[config.mk]
export PLATFORM = sky130hd
export DESIGN_NAME = serial_flash_cmd_control
export DESIGN_NICKNAME = d
export VERILOG_FILES = /design/src/logic/flash_cmd_pkg.sv /design/src/logic/info_area_guard.sv /design/src/logic/serial_flash_cmd_control.sv
export SDC_FILE = /design/constraint.sdc
export NUM_CORES = 2
export LEC_CHECK = 0
export BUFFER_PORTS_ARGS = -buffer_cell sky130_fd_sc_hd__buf_2
export CAP_MARGIN = 15
export CORE_ASPECT_RATIO = 2
export CORE_MARGIN = 8
export CORE_UTILIZATION = 35
export CTS_CLUSTER_DIAMETER = 50
export CTS_CLUSTER_SIZE = 20
export DETAILED_ROUTE_END_ITERATION = 8
export HOLD_SLACK_MARGIN = 0.05
export PLACE_DENSITY = 0.46
export SYNTH_ARGS = -nofsm -noshare
export SYNTH_HDL_FRONTEND = slang
export SYNTH_SLANG_ARGS = --single-unit
[constraint.sdc]
create_clock -name sys_clk -period 16.78 [get_ports sys_clk]
set_input_delay 2.517 -clock sys_clk [delete_from_list [all_inputs] [get_ports sys_clk]]
set_output_delay 2.517 -clock sys_clk [all_outputs]
set_load 0.05 [all_outputs]
[src/logic/flash_cmd_pkg.sv]
// Constants, register map and carrier types for the serial flash command controller
package flash_cmd_pkg;

  // Register byte offsets
  localparam logic [11:0] OFS_COUNTS  = 12'h000;
  localparam logic [11:0] OFS_CTRL    = 12'h004;
  localparam logic [11:0] OFS_WDATA   = 12'h008;
  localparam logic [11:0] OFS_STATUS  = 12'h024;
  localparam logic [11:0] OFS_CRC     = 12'h028;
  localparam logic [3:0]  BUF_PAGE    = 4'h4;

  // Reset values and CRC polynomial
  localparam logic [31:0] COUNTS_RST  = 32'h0000_0000;
  localparam logic [31:0] CTRL_RST    = 32'h0000_0400;
  localparam logic [31:0] WDATA_RST   = 32'h0000_0000;
  localparam logic [31:0] CRC_INIT    = 32'hFFFF_FFFF;
  localparam logic [31:0] CRC_POLY    = 32'hEDB8_8320;

  // Field positions
  localparam int RCNT_LSB  = 8;
  localparam int RCNT_MSB  = 31;
  localparam int WCNT_MSB  = 2;
  localparam int B2_LSB    = 24;
  localparam int B1_LSB    = 16;
  localparam int CAP_LSB   = 11;
  localparam int CAP_MSB   = 13;
  localparam int XFER_BIT  = 10;
  localparam int INFO_BIT  = 9;
  localparam int PP_BIT    = 8;
  localparam int TRG_BIT   = 0;
  localparam int ST_ERR    = 0;
  localparam int ST_LONG   = 1;
  localparam int ST_CRCEN  = 2;
  localparam int ST_BUSY   = 3;

  // Limits and fixed values
  localparam logic [24:0] BUF_BYTES   = 25'h000_0100;
  localparam logic [7:0]  PAD_BYTE    = 8'hFF;
  localparam logic [7:0]  READ_FILL   = 8'h00;
  localparam logic [23:0] INFO_OFFSET = 24'h00_1000;
  localparam logic [23:0] INFO_MASK   = 24'hFF_F000;

  // Capacity codes and their address masks
  localparam logic [2:0]  CAP_2M      = 3'b001;
  localparam logic [2:0]  CAP_512K    = 3'b010;
  localparam logic [2:0]  CAP_256K    = 3'b100;
  localparam logic [2:0]  CAP_128K    = 3'b101;
  localparam logic [23:0] MASK_2M     = 24'h1F_FFFF;
  localparam logic [23:0] MASK_512K   = 24'h07_FFFF;
  localparam logic [23:0] MASK_256K   = 24'h03_FFFF;
  localparam logic [23:0] MASK_128K   = 24'h01_FFFF;

  // Serial clock: sys_clk cycles per half period of the flash clock
  localparam logic [3:0]  SCLK_HALF   = 4'h2;

  typedef struct packed {
    logic sclk;
    logic cs_n;
    logic mosi;
  } spi_out_t;

  typedef struct packed {
    logic [23:0] addr;
    logic        err;
  } guard_t;

  typedef enum logic [2:0] {
    SEQ_IDLE  = 3'b000,
    SEQ_CHECK = 3'b001,
    SEQ_LOAD  = 3'b010,
    SEQ_XFER  = 3'b011,
    SEQ_DONE  = 3'b100
  } seq_state_t;

endpackage

[src/logic/info_area_guard.sv]
// Address offset and info-area wraparound check for address-carrying commands
`timescale 1ns/1ps
module info_area_guard (
  input  wire logic [7:0]             addr_hi,     // Second write byte
  input  wire logic [7:0]             addr_mid,    // Third write byte
  input  wire logic [7:0]             addr_lo,     // Fourth write byte
  input  wire logic                   info_en,     // Info-area access allowed
  input  wire logic                   addr_xfer,   // Bytes two..four are an address
  input  wire logic [2:0]             capacity,    // Flash capacity code
  output flash_cmd_pkg::guard_t       result       // Corrected address and error
);
  logic [23:0] raw_addr;
  logic        offset_en;
  logic [23:0] corr_addr;
  logic [23:0] cap_mask;
  logic        cap_known;

  assign raw_addr  = {addr_hi, addr_mid, addr_lo};
  assign offset_en = addr_xfer & ~info_en;
  // Carry out of bit 4 of the third byte ripples into the second byte
  assign corr_addr = offset_en ? raw_addr + flash_cmd_pkg::INFO_OFFSET : raw_addr;

  assign cap_known = (capacity == flash_cmd_pkg::CAP_2M)   || (capacity == flash_cmd_pkg::CAP_512K) ||
                     (capacity == flash_cmd_pkg::CAP_256K) || (capacity == flash_cmd_pkg::CAP_128K);
  assign cap_mask  = (capacity == flash_cmd_pkg::CAP_2M)   ? flash_cmd_pkg::MASK_2M   :
                     (capacity == flash_cmd_pkg::CAP_512K) ? flash_cmd_pkg::MASK_512K :
                     (capacity == flash_cmd_pkg::CAP_256K) ? flash_cmd_pkg::MASK_256K :
                     flash_cmd_pkg::MASK_128K;

  logic        wrap_err;
  // Unknown and unassigned codes get the offset only, no wrap check
  assign wrap_err = offset_en & cap_known &
                    ((corr_addr & cap_mask & flash_cmd_pkg::INFO_MASK) == 24'h00_0000);
  // One driver for the whole carrier
  assign result   = '{addr: corr_addr, err: wrap_err};
endmodule // info_area_guard

[src/logic/serial_flash_cmd_control.sv]
// Serial flash command sequencer with APB registers and info-area protection
//
// How it works
// Read bytes land in the buffer; read count in bits 31:8, at most 256 buffered.
// With CRC checking on, read count may reach 16M bytes.
// Write count in bits 2:0 is 1..7; bytes sent from write fields in order.
// A seventh write byte is sent as FF.
// Software puts the opcode in control bits 23:16, second byte in 31:24.
// Capacity code 13:11: 001 2MB, 010 512KB, 100 256KB, 101 128KB.
// Code 000 applies only the 4KB offset, no wraparound blocking.
// Known capacity: address modulo capacity in lowest 4KB is an error.
// Address flag set: bytes two..four form an address sent plus 0x1000.
// Address flag clear: bytes two..four are sent unchanged.
// Offset applied only with info access clear and address flag set.
// Software clears address flag or sets info access before status writes.
// Software sets the address flag once at setup and leaves it.
// Info access set: the first 4KB may be read, programmed, erased.
// Info clear, address set: info erase hits 4KB..8KB instead.
// Both bits clear: info area fully accessible.
// Blocked access sets error flag, returns to idle, clears trigger.
// Trigger written one starts a command; hardware clears it when done.
// After a blocked access software clears the long-operation bit.
// Unassigned capacity codes behave like the unknown code.
//
// Register access over APB is this design's own decision.
`timescale 1ns/1ps
module serial_flash_cmd_control (
  input  wire logic                     sys_clk,   // 125 MHz system clock
  input  wire logic                     resetn,    // Synchronous reset, active low
  input  wire logic                     psel,      // APB select
  input  wire logic                     penable,   // APB enable
  input  wire logic                     pwrite,    // APB write
  input  wire logic [11:0]              paddr,     // APB byte address
  input  wire logic [31:0]              pwdata,    // APB write data
  output logic      [31:0]              prdata,    // APB read data
  output logic                          pready,    // APB ready
  output logic                          pslverr,   // APB error, unmapped address
  output flash_cmd_pkg::spi_out_t       spi_out,   // Flash clock, select, data out
  input  wire logic                     spi_miso   // Flash data in, asynchronous
);
  // Registers
  logic [31:0]                 counts_r;
  logic [31:0]                 ctrl_r;
  logic [31:0]                 wdata_r;
  logic                        err_r;
  logic                        long_op_r;
  logic                        crc_en_r;
  logic [31:0]                 crc_r;
  logic [31:0]                 buf_mem [0:63];
  logic [31:0]                 prdata_r;
  logic                        pslverr_r;

  // Sequencer state
  flash_cmd_pkg::seq_state_t   state_r;
  flash_cmd_pkg::guard_t       guard;
  logic [23:0]                 addr_r;
  logic [24:0]                 byte_idx_r;
  logic [2:0]                  bit_cnt_r;
  logic [7:0]                  tx_r;
  logic [7:0]                  rx_r;
  logic [3:0]                  div_r;
  logic                        sclk_r;
  logic                        cs_n_r;
  logic                        miso_meta_r;
  logic                        miso_sync_r;

  // Bus decode
  wire        setup_ph  = psel & ~penable;
  wire        wr_acc    = psel & penable & pwrite;
  wire        hit_cnt   = paddr == flash_cmd_pkg::OFS_COUNTS;
  wire        hit_ctrl  = paddr == flash_cmd_pkg::OFS_CTRL;
  wire        hit_wdata = paddr == flash_cmd_pkg::OFS_WDATA;
  wire        hit_stat  = paddr == flash_cmd_pkg::OFS_STATUS;
  wire        hit_crc   = paddr == flash_cmd_pkg::OFS_CRC;
  wire        hit_buf   = (paddr[11:8] == flash_cmd_pkg::BUF_PAGE) && (paddr[1:0] == 2'b00);
  wire        mapped    = hit_cnt | hit_ctrl | hit_wdata | hit_stat | hit_crc | hit_buf;
  wire [5:0]  buf_word  = paddr[7:2];

  // Field views
  wire [2:0]  wcount    = counts_r[flash_cmd_pkg::WCNT_MSB:0];
  wire [23:0] rcount    = counts_r[flash_cmd_pkg::RCNT_MSB:flash_cmd_pkg::RCNT_LSB];
  wire [2:0]  capacity  = ctrl_r[flash_cmd_pkg::CAP_MSB:flash_cmd_pkg::CAP_LSB];
  wire        addr_xfer = ctrl_r[flash_cmd_pkg::XFER_BIT];
  wire        info_en   = ctrl_r[flash_cmd_pkg::INFO_BIT];
  wire        trigger   = ctrl_r[flash_cmd_pkg::TRG_BIT];
  wire        busy      = state_r != flash_cmd_pkg::SEQ_IDLE;

  // Buffered reads stop at the buffer size unless CRC checking is on
  wire [24:0] rcount_eff = (!crc_en_r && ({1'b0, rcount} > flash_cmd_pkg::BUF_BYTES)) ?
                           flash_cmd_pkg::BUF_BYTES : {1'b0, rcount};
  wire [24:0] total_bytes = rcount_eff + {22'h00_0000, wcount};

  // Sequencer decode
  wire        tick       = div_r == flash_cmd_pkg::SCLK_HALF - 4'h1;
  wire        fall_tick  = tick & sclk_r;
  wire        byte_end   = fall_tick & (bit_cnt_r == 3'h7);
  wire        in_read    = byte_idx_r >= {22'h00_0000, wcount};
  wire [24:0] rd_idx     = byte_idx_r - {22'h00_0000, wcount};
  wire        store_rd   = (state_r == flash_cmd_pkg::SEQ_XFER) & byte_end & in_read &
                           (rd_idx < flash_cmd_pkg::BUF_BYTES);
  wire [7:0]  rx_byte    = {rx_r[6:0], miso_sync_r};
  wire [24:0] next_idx   = byte_idx_r + 25'h000_0001;
  wire        last_byte  = next_idx >= total_bytes;
  wire        seq_done   = state_r == flash_cmd_pkg::SEQ_DONE;
  wire        seq_block  = (state_r == flash_cmd_pkg::SEQ_CHECK) & guard.err;

  // Outgoing byte selection; address bytes come from the guarded value
  logic [7:0] tx_sel;
  always_comb begin
    case (byte_idx_r[2:0])
      3'h0:    tx_sel = ctrl_r[flash_cmd_pkg::B1_LSB +: 8];
      3'h1:    tx_sel = addr_r[23:16];
      3'h2:    tx_sel = addr_r[15:8];
      3'h3:    tx_sel = addr_r[7:0];
      3'h4:    tx_sel = wdata_r[23:16];
      3'h5:    tx_sel = wdata_r[31:24];
      3'h6:    tx_sel = flash_cmd_pkg::PAD_BYTE;
      default: tx_sel = flash_cmd_pkg::PAD_BYTE;
    endcase
  end
  wire [7:0] tx_next = in_read ? flash_cmd_pkg::READ_FILL : tx_sel;

  info_area_guard u_guard (
    .addr_hi   (ctrl_r[flash_cmd_pkg::B2_LSB +: 8]),
    .addr_mid  (wdata_r[7:0]),
    .addr_lo   (wdata_r[15:8]),
    .info_en   (info_en),
    .addr_xfer (addr_xfer),
    .capacity  (capacity),
    .result    (guard)
  );

  // CRC32, reflected, one byte at a time
  function automatic logic [31:0] crc_byte(input logic [31:0] crc_in, input logic [7:0] data);
    logic [31:0] c;
    c = crc_in ^ {24'h00_0000, data};
    for (int i = 0; i < 8; i++) begin
      c = c[0] ? ((c >> 1) ^ flash_cmd_pkg::CRC_POLY) : (c >> 1);
    end
    return c;
  endfunction

  // Read mux
  wire [31:0] status_rd = {28'h000_0000, busy, crc_en_r, long_op_r, err_r};
  wire [31:0] rd_mux = hit_cnt   ? counts_r :
                       hit_ctrl  ? ctrl_r :
                       hit_wdata ? wdata_r :
                       hit_stat  ? status_rd :
                       hit_crc   ? ~crc_r :
                       hit_buf   ? buf_mem[buf_word] : 32'h0000_0000;

  assign pready  = 1'b1;
  assign prdata  = prdata_r;
  assign pslverr = pslverr_r;
  assign spi_out = '{sclk: sclk_r, cs_n: cs_n_r, mosi: tx_r[7]};

  // APB answer, captured in the setup phase so it stands through the access
  always_ff @(posedge sys_clk) begin
    if (!resetn) begin
      prdata_r  <= 32'h0000_0000;
      pslverr_r <= 1'b0;
    end else if (setup_ph) begin
      prdata_r  <= pwrite ? 32'h0000_0000 : rd_mux;
      pslverr_r <= ~mapped;
    end
  end

  // Miso synchroniser
  always_ff @(posedge sys_clk) begin
    if (!resetn) begin
      miso_meta_r <= 1'b0;
      miso_sync_r <= 1'b0;
    end else begin
      miso_meta_r <= spi_miso;
      miso_sync_r <= miso_meta_r;
    end
  end

  // Count and data registers; writes while busy are accepted, software must not
  always_ff @(posedge sys_clk) begin
    if (!resetn) begin
      counts_r <= flash_cmd_pkg::COUNTS_RST;
      wdata_r  <= flash_cmd_pkg::WDATA_RST;
      crc_en_r <= 1'b0;
    end else if (wr_acc) begin
      if (hit_cnt) counts_r <= pwdata & 32'hFFFF_FF07;
      if (hit_wdata) wdata_r <= pwdata;
      if (hit_stat) crc_en_r <= pwdata[flash_cmd_pkg::ST_CRCEN];
    end
  end

  // Control register: trigger and page-program bits cleared by hardware
  logic [31:0] ctrl_nxt;
  always_comb begin
    ctrl_nxt = ctrl_r;
    if (seq_done) begin
      ctrl_nxt[flash_cmd_pkg::TRG_BIT] = 1'b0;
      ctrl_nxt[flash_cmd_pkg::PP_BIT]  = 1'b0;
    end
    if (seq_block) begin
      ctrl_nxt[flash_cmd_pkg::TRG_BIT] = 1'b0;
    end
    // A software write lands after the hardware clear, so a new trigger wins
    if (wr_acc && hit_ctrl) begin
      ctrl_nxt = pwdata & 32'hFFFF_3F01;
    end
  end

  always_ff @(posedge sys_clk) begin
    if (!resetn) begin
      ctrl_r <= flash_cmd_pkg::CTRL_RST;
    end else begin
      ctrl_r <= ctrl_nxt;
    end
  end

  // Error flag (write one to clear, set wins) and long-operation bit
  always_ff @(posedge sys_clk) begin
    if (!resetn) begin
      err_r     <= 1'b0;
      long_op_r <= 1'b0;
    end else begin
      if (seq_block) begin
        err_r <= 1'b1;
      end else if (wr_acc && hit_stat && pwdata[flash_cmd_pkg::ST_ERR]) begin
        err_r <= 1'b0;
      end
      // Blocked path leaves this bit set; software clears it
      if (wr_acc && hit_stat) begin
        long_op_r <= pwdata[flash_cmd_pkg::ST_LONG];
      end else if (seq_done) begin
        long_op_r <= 1'b0;
      end
    end
  end

  // Read buffer: hardware fills it, software may also write it
  always_ff @(posedge sys_clk) begin
    if (store_rd) begin
      buf_mem[rd_idx[7:2]][{rd_idx[1:0], 3'b000} +: 8] <= rx_byte;
    end else if (wr_acc && hit_buf) begin
      buf_mem[buf_word] <= pwdata;
    end
  end

  // Serial clock divider, runs only during a transfer
  always_ff @(posedge sys_clk) begin
    if (!resetn) begin
      div_r <= 4'h0;
    end else if (state_r != flash_cmd_pkg::SEQ_XFER || tick) begin
      div_r <= 4'h0;
    end else begin
      div_r <= div_r + 4'h1;
    end
  end

  // Command sequencer
  always_ff @(posedge sys_clk) begin
    if (!resetn) begin
      state_r    <= flash_cmd_pkg::SEQ_IDLE;
      addr_r     <= 24'h00_0000;
      byte_idx_r <= 25'h000_0000;
      bit_cnt_r  <= 3'h0;
      tx_r       <= 8'h00;
      rx_r       <= 8'h00;
      sclk_r     <= 1'b0;
      cs_n_r     <= 1'b1;
      crc_r      <= flash_cmd_pkg::CRC_INIT;
    end else begin
      case (state_r)
        flash_cmd_pkg::SEQ_IDLE: begin
          if (trigger) begin
            state_r <= flash_cmd_pkg::SEQ_CHECK;
          end
        end
        flash_cmd_pkg::SEQ_CHECK: begin
          addr_r     <= guard.addr;
          byte_idx_r <= 25'h000_0000;
          crc_r      <= flash_cmd_pkg::CRC_INIT;
          if (guard.err) begin
            state_r <= flash_cmd_pkg::SEQ_IDLE;
          end else if (total_bytes == 25'h000_0000) begin
            state_r <= flash_cmd_pkg::SEQ_DONE;
          end else begin
            state_r <= flash_cmd_pkg::SEQ_LOAD;
          end
        end
        flash_cmd_pkg::SEQ_LOAD: begin
          cs_n_r    <= 1'b0;
          tx_r      <= tx_next;
          bit_cnt_r <= 3'h0;
          state_r   <= flash_cmd_pkg::SEQ_XFER;
        end
        flash_cmd_pkg::SEQ_XFER: begin
          if (tick) begin
            sclk_r <= ~sclk_r;
          end
          // Sample on the falling edge: the sync delay keeps the rising-edge value
          if (fall_tick) begin
            rx_r      <= rx_byte;
            tx_r      <= {tx_r[6:0], 1'b0};
            bit_cnt_r <= bit_cnt_r + 3'h1;
          end
          if (byte_end) begin
            if (in_read) begin
              crc_r <= crc_byte(crc_r, rx_byte);
            end
            byte_idx_r <= next_idx;
            if (last_byte) begin
              state_r <= flash_cmd_pkg::SEQ_DONE;
            end else begin
              state_r <= flash_cmd_pkg::SEQ_LOAD;
            end
          end
        end
        flash_cmd_pkg::SEQ_DONE: begin
          cs_n_r  <= 1'b1;
          sclk_r  <= 1'b0;
          state_r <= flash_cmd_pkg::SEQ_IDLE;
        end
        default: begin
          state_r <= flash_cmd_pkg::SEQ_IDLE;
        end
      endcase
    end
  end
endmodule // serial_flash_cmd_control

# After elaboration in Yosys (flattened, before gate mapping)
# Memory sizes are Yosys's and may differ from the RTL's.
# Cells that the tools add are included.
# classes
n_reduce_logical	37
eq_ne	26
n_mux	54
bitwise	33
order_cmp	4
n_addsub	7
shifts	2
# ops
op	n
$mux W32	20
$not A13 Y14	8
$mux W24	4
$pmux W32 S2	1
$pmux W25 S2	1
$pmux W8 S6	1
$not A32 Y32	1
$reduce_or A32 Y1	1
$shift A8 B7 Y32 const A	1
$shiftx A8 B7 Y32	1
$xor A32 B8 Y32	1
$add A24 B3 Y25	1
$add A25 B1 Y25 const B	1
$ge A25 B25 Y1	1
$ge A25 B3 Y1	1
$logic_not A25 Y1	1
$lt A25 B9 Y1 const B	1
$mux W25	1
$sub A25 B3 Y25	1
$add A24 B13 Y24 const B	1
$and A24 B24 Y24	1
$eq A12 B6 Y1 const B	2
$gt A24 B9 Y1 const B	1
$logic_not A24 Y1	1
other kinds (36)	109
# totals
ramBits	2048
in_bits	50
memories	1
output_inout_bits	37
elab_cells	186
register_bits	228
# memory_table
name	depth	width	read_ports	rd_ports_with_merged_regs	wr	line	rtl
buf_mem	64	32	1	0	1	serial_flash_cmd_control.sv:49	logic [31:0] buf_mem [0:63];

# Depth between registers and ports, before layout
# logic_depth
word_depth	20
ltp_mapped	23
mapped_depth_nobuf	21

# Cells and area by module
# Synthesis repeated with hierarchy kept, for this count alone.
# unflattened
cells_unflattened	5327
hier_area_um2	94170.3
# modules_own_cells
mod	seq_area_each_um2	cells_per_inst	instances	area_per_inst_um2
serial_flash_cmd_control	66063.4	5266	1	93722.4
info_area_guard	0.0	61	1	447.9

# Least setup slack after synthesis
# No wires, ideal clock.
# synth_timing
path_type	input to register
start	in paddr[11]
end	mem buf_mem[0][30] (data pin)
required_time_ps	16078
cell_stages	9
setup_ps	702
path_slack_ps	9837
t_arrival_ps	6241
path_buffers	3
cell_sequence	nor4_1 -> nor2b_1 -> and2_1 -> clkbuf_1 -> nand2_1 -> a31oi_4 -> buf_4 -> clkbuf_1 -> o21ai_0
# synth_via
elab_chain_cells	8
# synth_rtl
element	line	rtl
start, declared	serial_flash_cmd_control.sv:33	input wire logic [11:0] paddr,
$eq A4 B3 Y1	serial_flash_cmd_control.sv:75	wire hit_buf = (paddr[11:8] == flash_cmd_pkg::BUF_PAGE) && (paddr[1:0] == 2'b00);
$logic_and A1 B1 Y1	serial_flash_cmd_control.sv:75	
$logic_and A1 B1 Y1	serial_flash_cmd_control.sv:241	end else if (wr_acc && hit_buf) begin
$mux W1	serial_flash_cmd_control.sv:241	
$mux W1	serial_flash_cmd_control.sv:239	if (store_rd) begin
$mux W1 (not written as such)	serial_flash_cmd_control.sv:242	buf_mem[buf_word] <= pwdata;
$reduce_or A32 Y1 (no line)	n/a	
$mux W32 (no line)	n/a	
end, declared	serial_flash_cmd_control.sv:49	
# Every way passes these cells.

# Final worst setup path
# layout_timing
start	in paddr[2]
end	reg prdata_r[7], in the netlist prdata[7]
# layout_via
elab_chain_cells	8
elab_cells_between_ends	13
classes_between	eq/ne: 4; mux: 7; reduce/logical: 1; memory: 1
# layout_rtl
element	line	rtl
$mem_v2 Z64 W32	n/a	
$mux W32	serial_flash_cmd_control.sv:150	hit_buf ? buf_mem[buf_word] : 32'h0000_0000;
$mux W32	serial_flash_cmd_control.sv:149	hit_crc ? ~crc_r :
$mux W32	serial_flash_cmd_control.sv:148	hit_stat ? status_rd :
$mux W32	serial_flash_cmd_control.sv:147	hit_wdata ? wdata_r :
$mux W32	serial_flash_cmd_control.sv:146	hit_ctrl ? ctrl_r :
$mux W32 (*)	serial_flash_cmd_control.sv:145	wire [31:0] rd_mux = hit_cnt ? counts_r :
$mux W32 (*)	serial_flash_cmd_control.sv:163	prdata_r <= pwrite ? 32'h0000_0000 : rd_mux;
end signal, assigned	serial_flash_cmd_control.sv:163	
end, declared	serial_flash_cmd_control.sv:50	logic [31:0] prdata_r;
# Every way passes the cells marked *; elsewhere a longest branch is shown, timed or not.
# A chain may end at the register's enable or synchronous reset.

==> flow_results.org <==
** Power and ir drop
- Total chip power :: 0.01082 W
- Power share of the clock group :: 39.8%
- Pwr/cell area :: 102.9 nW/µm²
- Sequential power share :: 56.2%
- Cell internal power dissipation :: 0.008442 W
- In this run switching power makes up approximately 22% of total power.
- Of the total power, combinational logic draws 4.0%.
- IR analysis of the VDD net gives a maximum drop of 0.00009885 V.
- Leakage power :: 32.49 nW
- In this run the power spent charging and discharging nets is 0.002378 W.

** STA
- The worst path uses 44.67% of the clock period.
- For this run, the top clock speed supported by timing is 0.1334 GHz.
- Fin Clk Skew :: approximately 44 ps
- Hold Fails Final Rpt :: 0
- Setup repair after global routing left no endpoint under its margin.
- Number of pins exceeding their max-slew limit in the final report :: 0
- Setup violations remaining at the end of the flow were counted as 0.
- In this run the tightest slew margin relative to its limit is between 20% and 30%.
- Post-Route Setup TNS :: 0 ps
- For the pin with the worst max-slew slack, the measured transition is 1182 ps.
- Setup slack closes at 9285 ps.
- Post-layout minimum cycle time :: 7495 ps

** Place
- DP Wirelength :: 170700 µm
- In this run, placement finished with an instance count of about 8.7k.
- Placer Congestion :: 0.8650
- Post-place setup slack :: 8126 ps
- Input and output buffers added on the ports amount to 85.

** Die
- DIE HEIGHT :: approximately 750 µm
- Measured along the x axis, the die boundary spans 380.9 µm.
- The die covers 284100 µm².
- The floorplan has 268 rows.
- Once the floorplan was initialized, standard cells occupied 35.10% of the core.
- After floorplanning, the core was sized to cover about 270000 µm².
- Boundary pin count :: 87

** Worst setup path
- Longest individual stage delay on the worst path :: around 840 ps
- CP Max Fanout :: 78
- STA puts the critical path data arrival time at 8210 ps.
- Critical path capture point type :: flip-flop
- Slowest cell on the critical path :: sky130_fd_sc_hd__buf_4
- The worst setup path is launched from a primary input.
- Number of buffer and inverter stages on the critical path :: 4
- Top Family by Delay on Critical Path :: buffers and inverters
- WS Path Type :: primary input to flip-flop
- Cells along the critical path :: buf_8, buf_4, buf_4, buf_4, mux4_2, mux4_2, mux2i_1, nor2_1, a21oi_1, o221ai_1, a22o_1
- Counting stages on the worst path, the most repeated cell is sky130_fd_sc_hd__buf_4.
- Required time worst endpoint :: 17500 ps

** Detailed routing
- The count of nets left with antenna violations once routing finished came out at 0.
- The pre-antenna-repair detailed-routing pass consisted of 5 iterations.
- Detailed-route via count :: 49.94k
- Via-per-instance ratio :: 5.520
- In the final routed layout, each cell accounts on average for 30.07 µm.
- The detailed router finished its first iteration with ~4.5k violations.
- Total routed wirelength :: 272100 µm
- For this run, design rule violations remaining after detail routing come to 0.

** Clocking
- Resized cells post-CTS :: 0
- Clock-pin slew was measured on the worst setup and hold paths at about 70 ps.
- Maximum number of buffers from clock root to sink :: 4
- TritonCTS sink count :: 2276
- The root buffer cell chosen for the clock tree is sky130_fd_sc_hd__clkbuf_16.
- Worst skew pair latency :: 840 ps
- After clock tree synthesis, the flow added hold-fix buffers numbering 0.
- Clock tree from TritonCTS :: yes
- In this run the number of H-tree levels came out at 4.
- Post-CTS Setup Repair Bufs :: 0
- Number of buffers created by CTS :: 177

** Synthesis
- The largest total area in the synthesized netlist belongs to sky130_fd_sc_hd__edfxtp_1.
- Counting instances in the post-synthesis netlist gives the leading cell types as sky130_fd_sc_hd__edfxtp_1 (2048), sky130_fd_sc_hd__mux4_2 (640), sky130_fd_sc_hd__nand2_1 (440).
- Synth Net Count :: 5290
- Yosys attributes the largest share of cell area to sky130_fd_sc_hd__edfxtp_1 (66%), sky130_fd_sc_hd__mux4_2 (15%), sky130_fd_sc_hd__dfxtp_1 (4.9%).
- Synth cell types :: 76
- A synthesized cell averages 17.95 µm².
- YS warnings :: 0
- Summing every instance area after synthesis gives 93220 µm².
- Post-synthesis sequential area ratio :: 70.87%
- Most instantiated flip-flop cell in the synthesis netlist :: sky130_fd_sc_hd__edfxtp_1
- Yosys instantiated no cell more often than sky130_fd_sc_hd__edfxtp_1.
- Seq cells post-synth :: 2276
- Yosys mapped a number of flops with a built-in enable equal to 2048.
- Async set or reset register ratio after synthesis :: 0%
- Mapped Cells :: around 5.2k
- The synthesized design devotes to its leading area cell type 65.97% of total area.

** Layout
- Net count, final :: roughly 5.5k
- After the flow finishes, the layout carries non-filler instances totaling slightly above 9k.
- The area growth from synthesis to layout is 12.82%.
- The layout has 24.09k filler cells.
- Fraction of final layout cells sized beyond drive strength 1 :: 26.37%

** Global route
- Grt total ovfl :: 0
- Vias in the first global route :: 50.86k
- Largest net degree at the start of global routing :: 128
- Wire length of the first global-routing pass :: 389100 µm
- The initial antenna violation count was 6.
- Total GRT Usage :: 18.61%

** Run
- The tool flagged a number of max-cap violations equal to 0.

** Worst hold path
- The worst hold path belongs to the class flip-flop to flip-flop.

** Run status
- Status :: complete, no violations
[logic make-up (layout without fill, tap and decap cells)]
kind of cell | after synthesis | after routing | synth area share (%)
muxes | 734 | 734 | 16.52
other | 1 | 5 | 0.004023
xor gates and xnor gates | 136 | 136 | 1.294
DFF | 2276 | 2276 | 70.87
and+or+nand+nor | 1116 | 1116 | 5.504
adders and majority gates | 48 | 48 | 0.6604
buffers and inverters | 396 | 737 | 1.898
AOI/OAI and AO/OA | 485 | 485 | 3.247
[final cells by class]
| class | instances | area (µm²) | share of cell area, % |
|---|---|---|---|
| Tap cell | 3510 | 4392 | 4.176 |
| Clock buffer | 187 | 4509 | 4.288 |
| Antenna cell | 4 | 10.01 | 0.009517 |
| Inverter | 24 | 92.59 | 0.08804 |
| Sequential cell | 2276 | 66060 | 62.81 |
| Timing Repair Buffer | 428 | 2920 | 2.777 |
| Clock inverter | 98 | 1145 | 1.089 |
| Multi-Input combinational cell | 2520 | 26040 | 24.76 |
[sequential cells by signal (all words and copies together), names as in the netlist]
| register | count |
|---|---|
| state_r | 3 |
| div_r | 4 |
| err_r | 1 |
| sclk_r | 1 |
| addr_r | 24 |
| pslverr | 1 |
| cs_n_r | 1 |
| crc_r | 32 |
| counts_r | 27 |
| wdata_r | 32 |
| buf_mem | 2048 |
| miso_sync_r | 1 |
| ctrl_r | 23 |
| byte_idx_r | 25 |
| rx_r | 7 |
| bit_cnt_r | 3 |
| tx_r | 8 |
| prdata | 32 |
| miso_meta_r | 1 |
| crc_en_r | 1 |
| long_op_r | 1 |
[per-stage QoR]
stage               instance area [µm²]  hold WS (ps)  util (%)
floorplan                         93220         411.9         -
global placement                  98310         417.6     37.02
detailed placement                98960         419.3     37.26
CTS                              104600         436.2     39.39
global route                     105200         468.3     39.60
finish                           105200         434.7     39.60
[final timing paths]
kind	to	depth (start not counted)	from	slack [ps]
worst min register to register	miso_sync_r$_SDFF_PN0_	1	miso_meta_r$_SDFF_PN0_	430
worst min-delay path	miso_sync_r$_SDFF_PN0_	1	miso_meta_r$_SDFF_PN0_	430
worst max-delay path	prdata[7]$_SDFFE_PN0P_	11	paddr[2]	9280
worst max register to register	buf_mem[55][8]$_DFFE_PP_	12	byte_idx_r[0]$_SDFFE_PN0P_	10490
[routing by layer]
layer	routed length [µm]	global-route usage (%)	vias to the layer above
met5	0	0	-
met4	8062	4.751	0
met3	13680	2.369	305
met2	133500	31.29	1462
met1	116800	25.68	26860
li1	-	-	21320
[layout by cell type, fill, tap and decap left out, drive strengths merged, types with 13 or more instances in the layout]
master and count:
mux2 39, buf 382, xor2 37, o21ai 140, nor3 321, a21oi 177
xnor2 98, nand4 22, ha 46, mux2i 55, dfxtp 228, nand3 66
and2 14, nand2 440, mux4 640, o221ai 29, nor2 145, clkbuf 233
a211oi 20, nor4 13, clkinv 39, inv 62, and3 20, o211ai 27
edfxtp 2048
[power by group through the flow]
stage               Combinational (W)  Sequential, W  Clock, W
finish                       0.000435        0.00608   0.00431
global route                 0.000458        0.00608   0.00460
CTS                          0.000448        0.00608   0.00443
detailed placement           0.000447        0.00621         0
global placement             0.000447        0.00621         0
floorplan                    0.000274        0.00621         0
(Power assumes the default switching activity.)
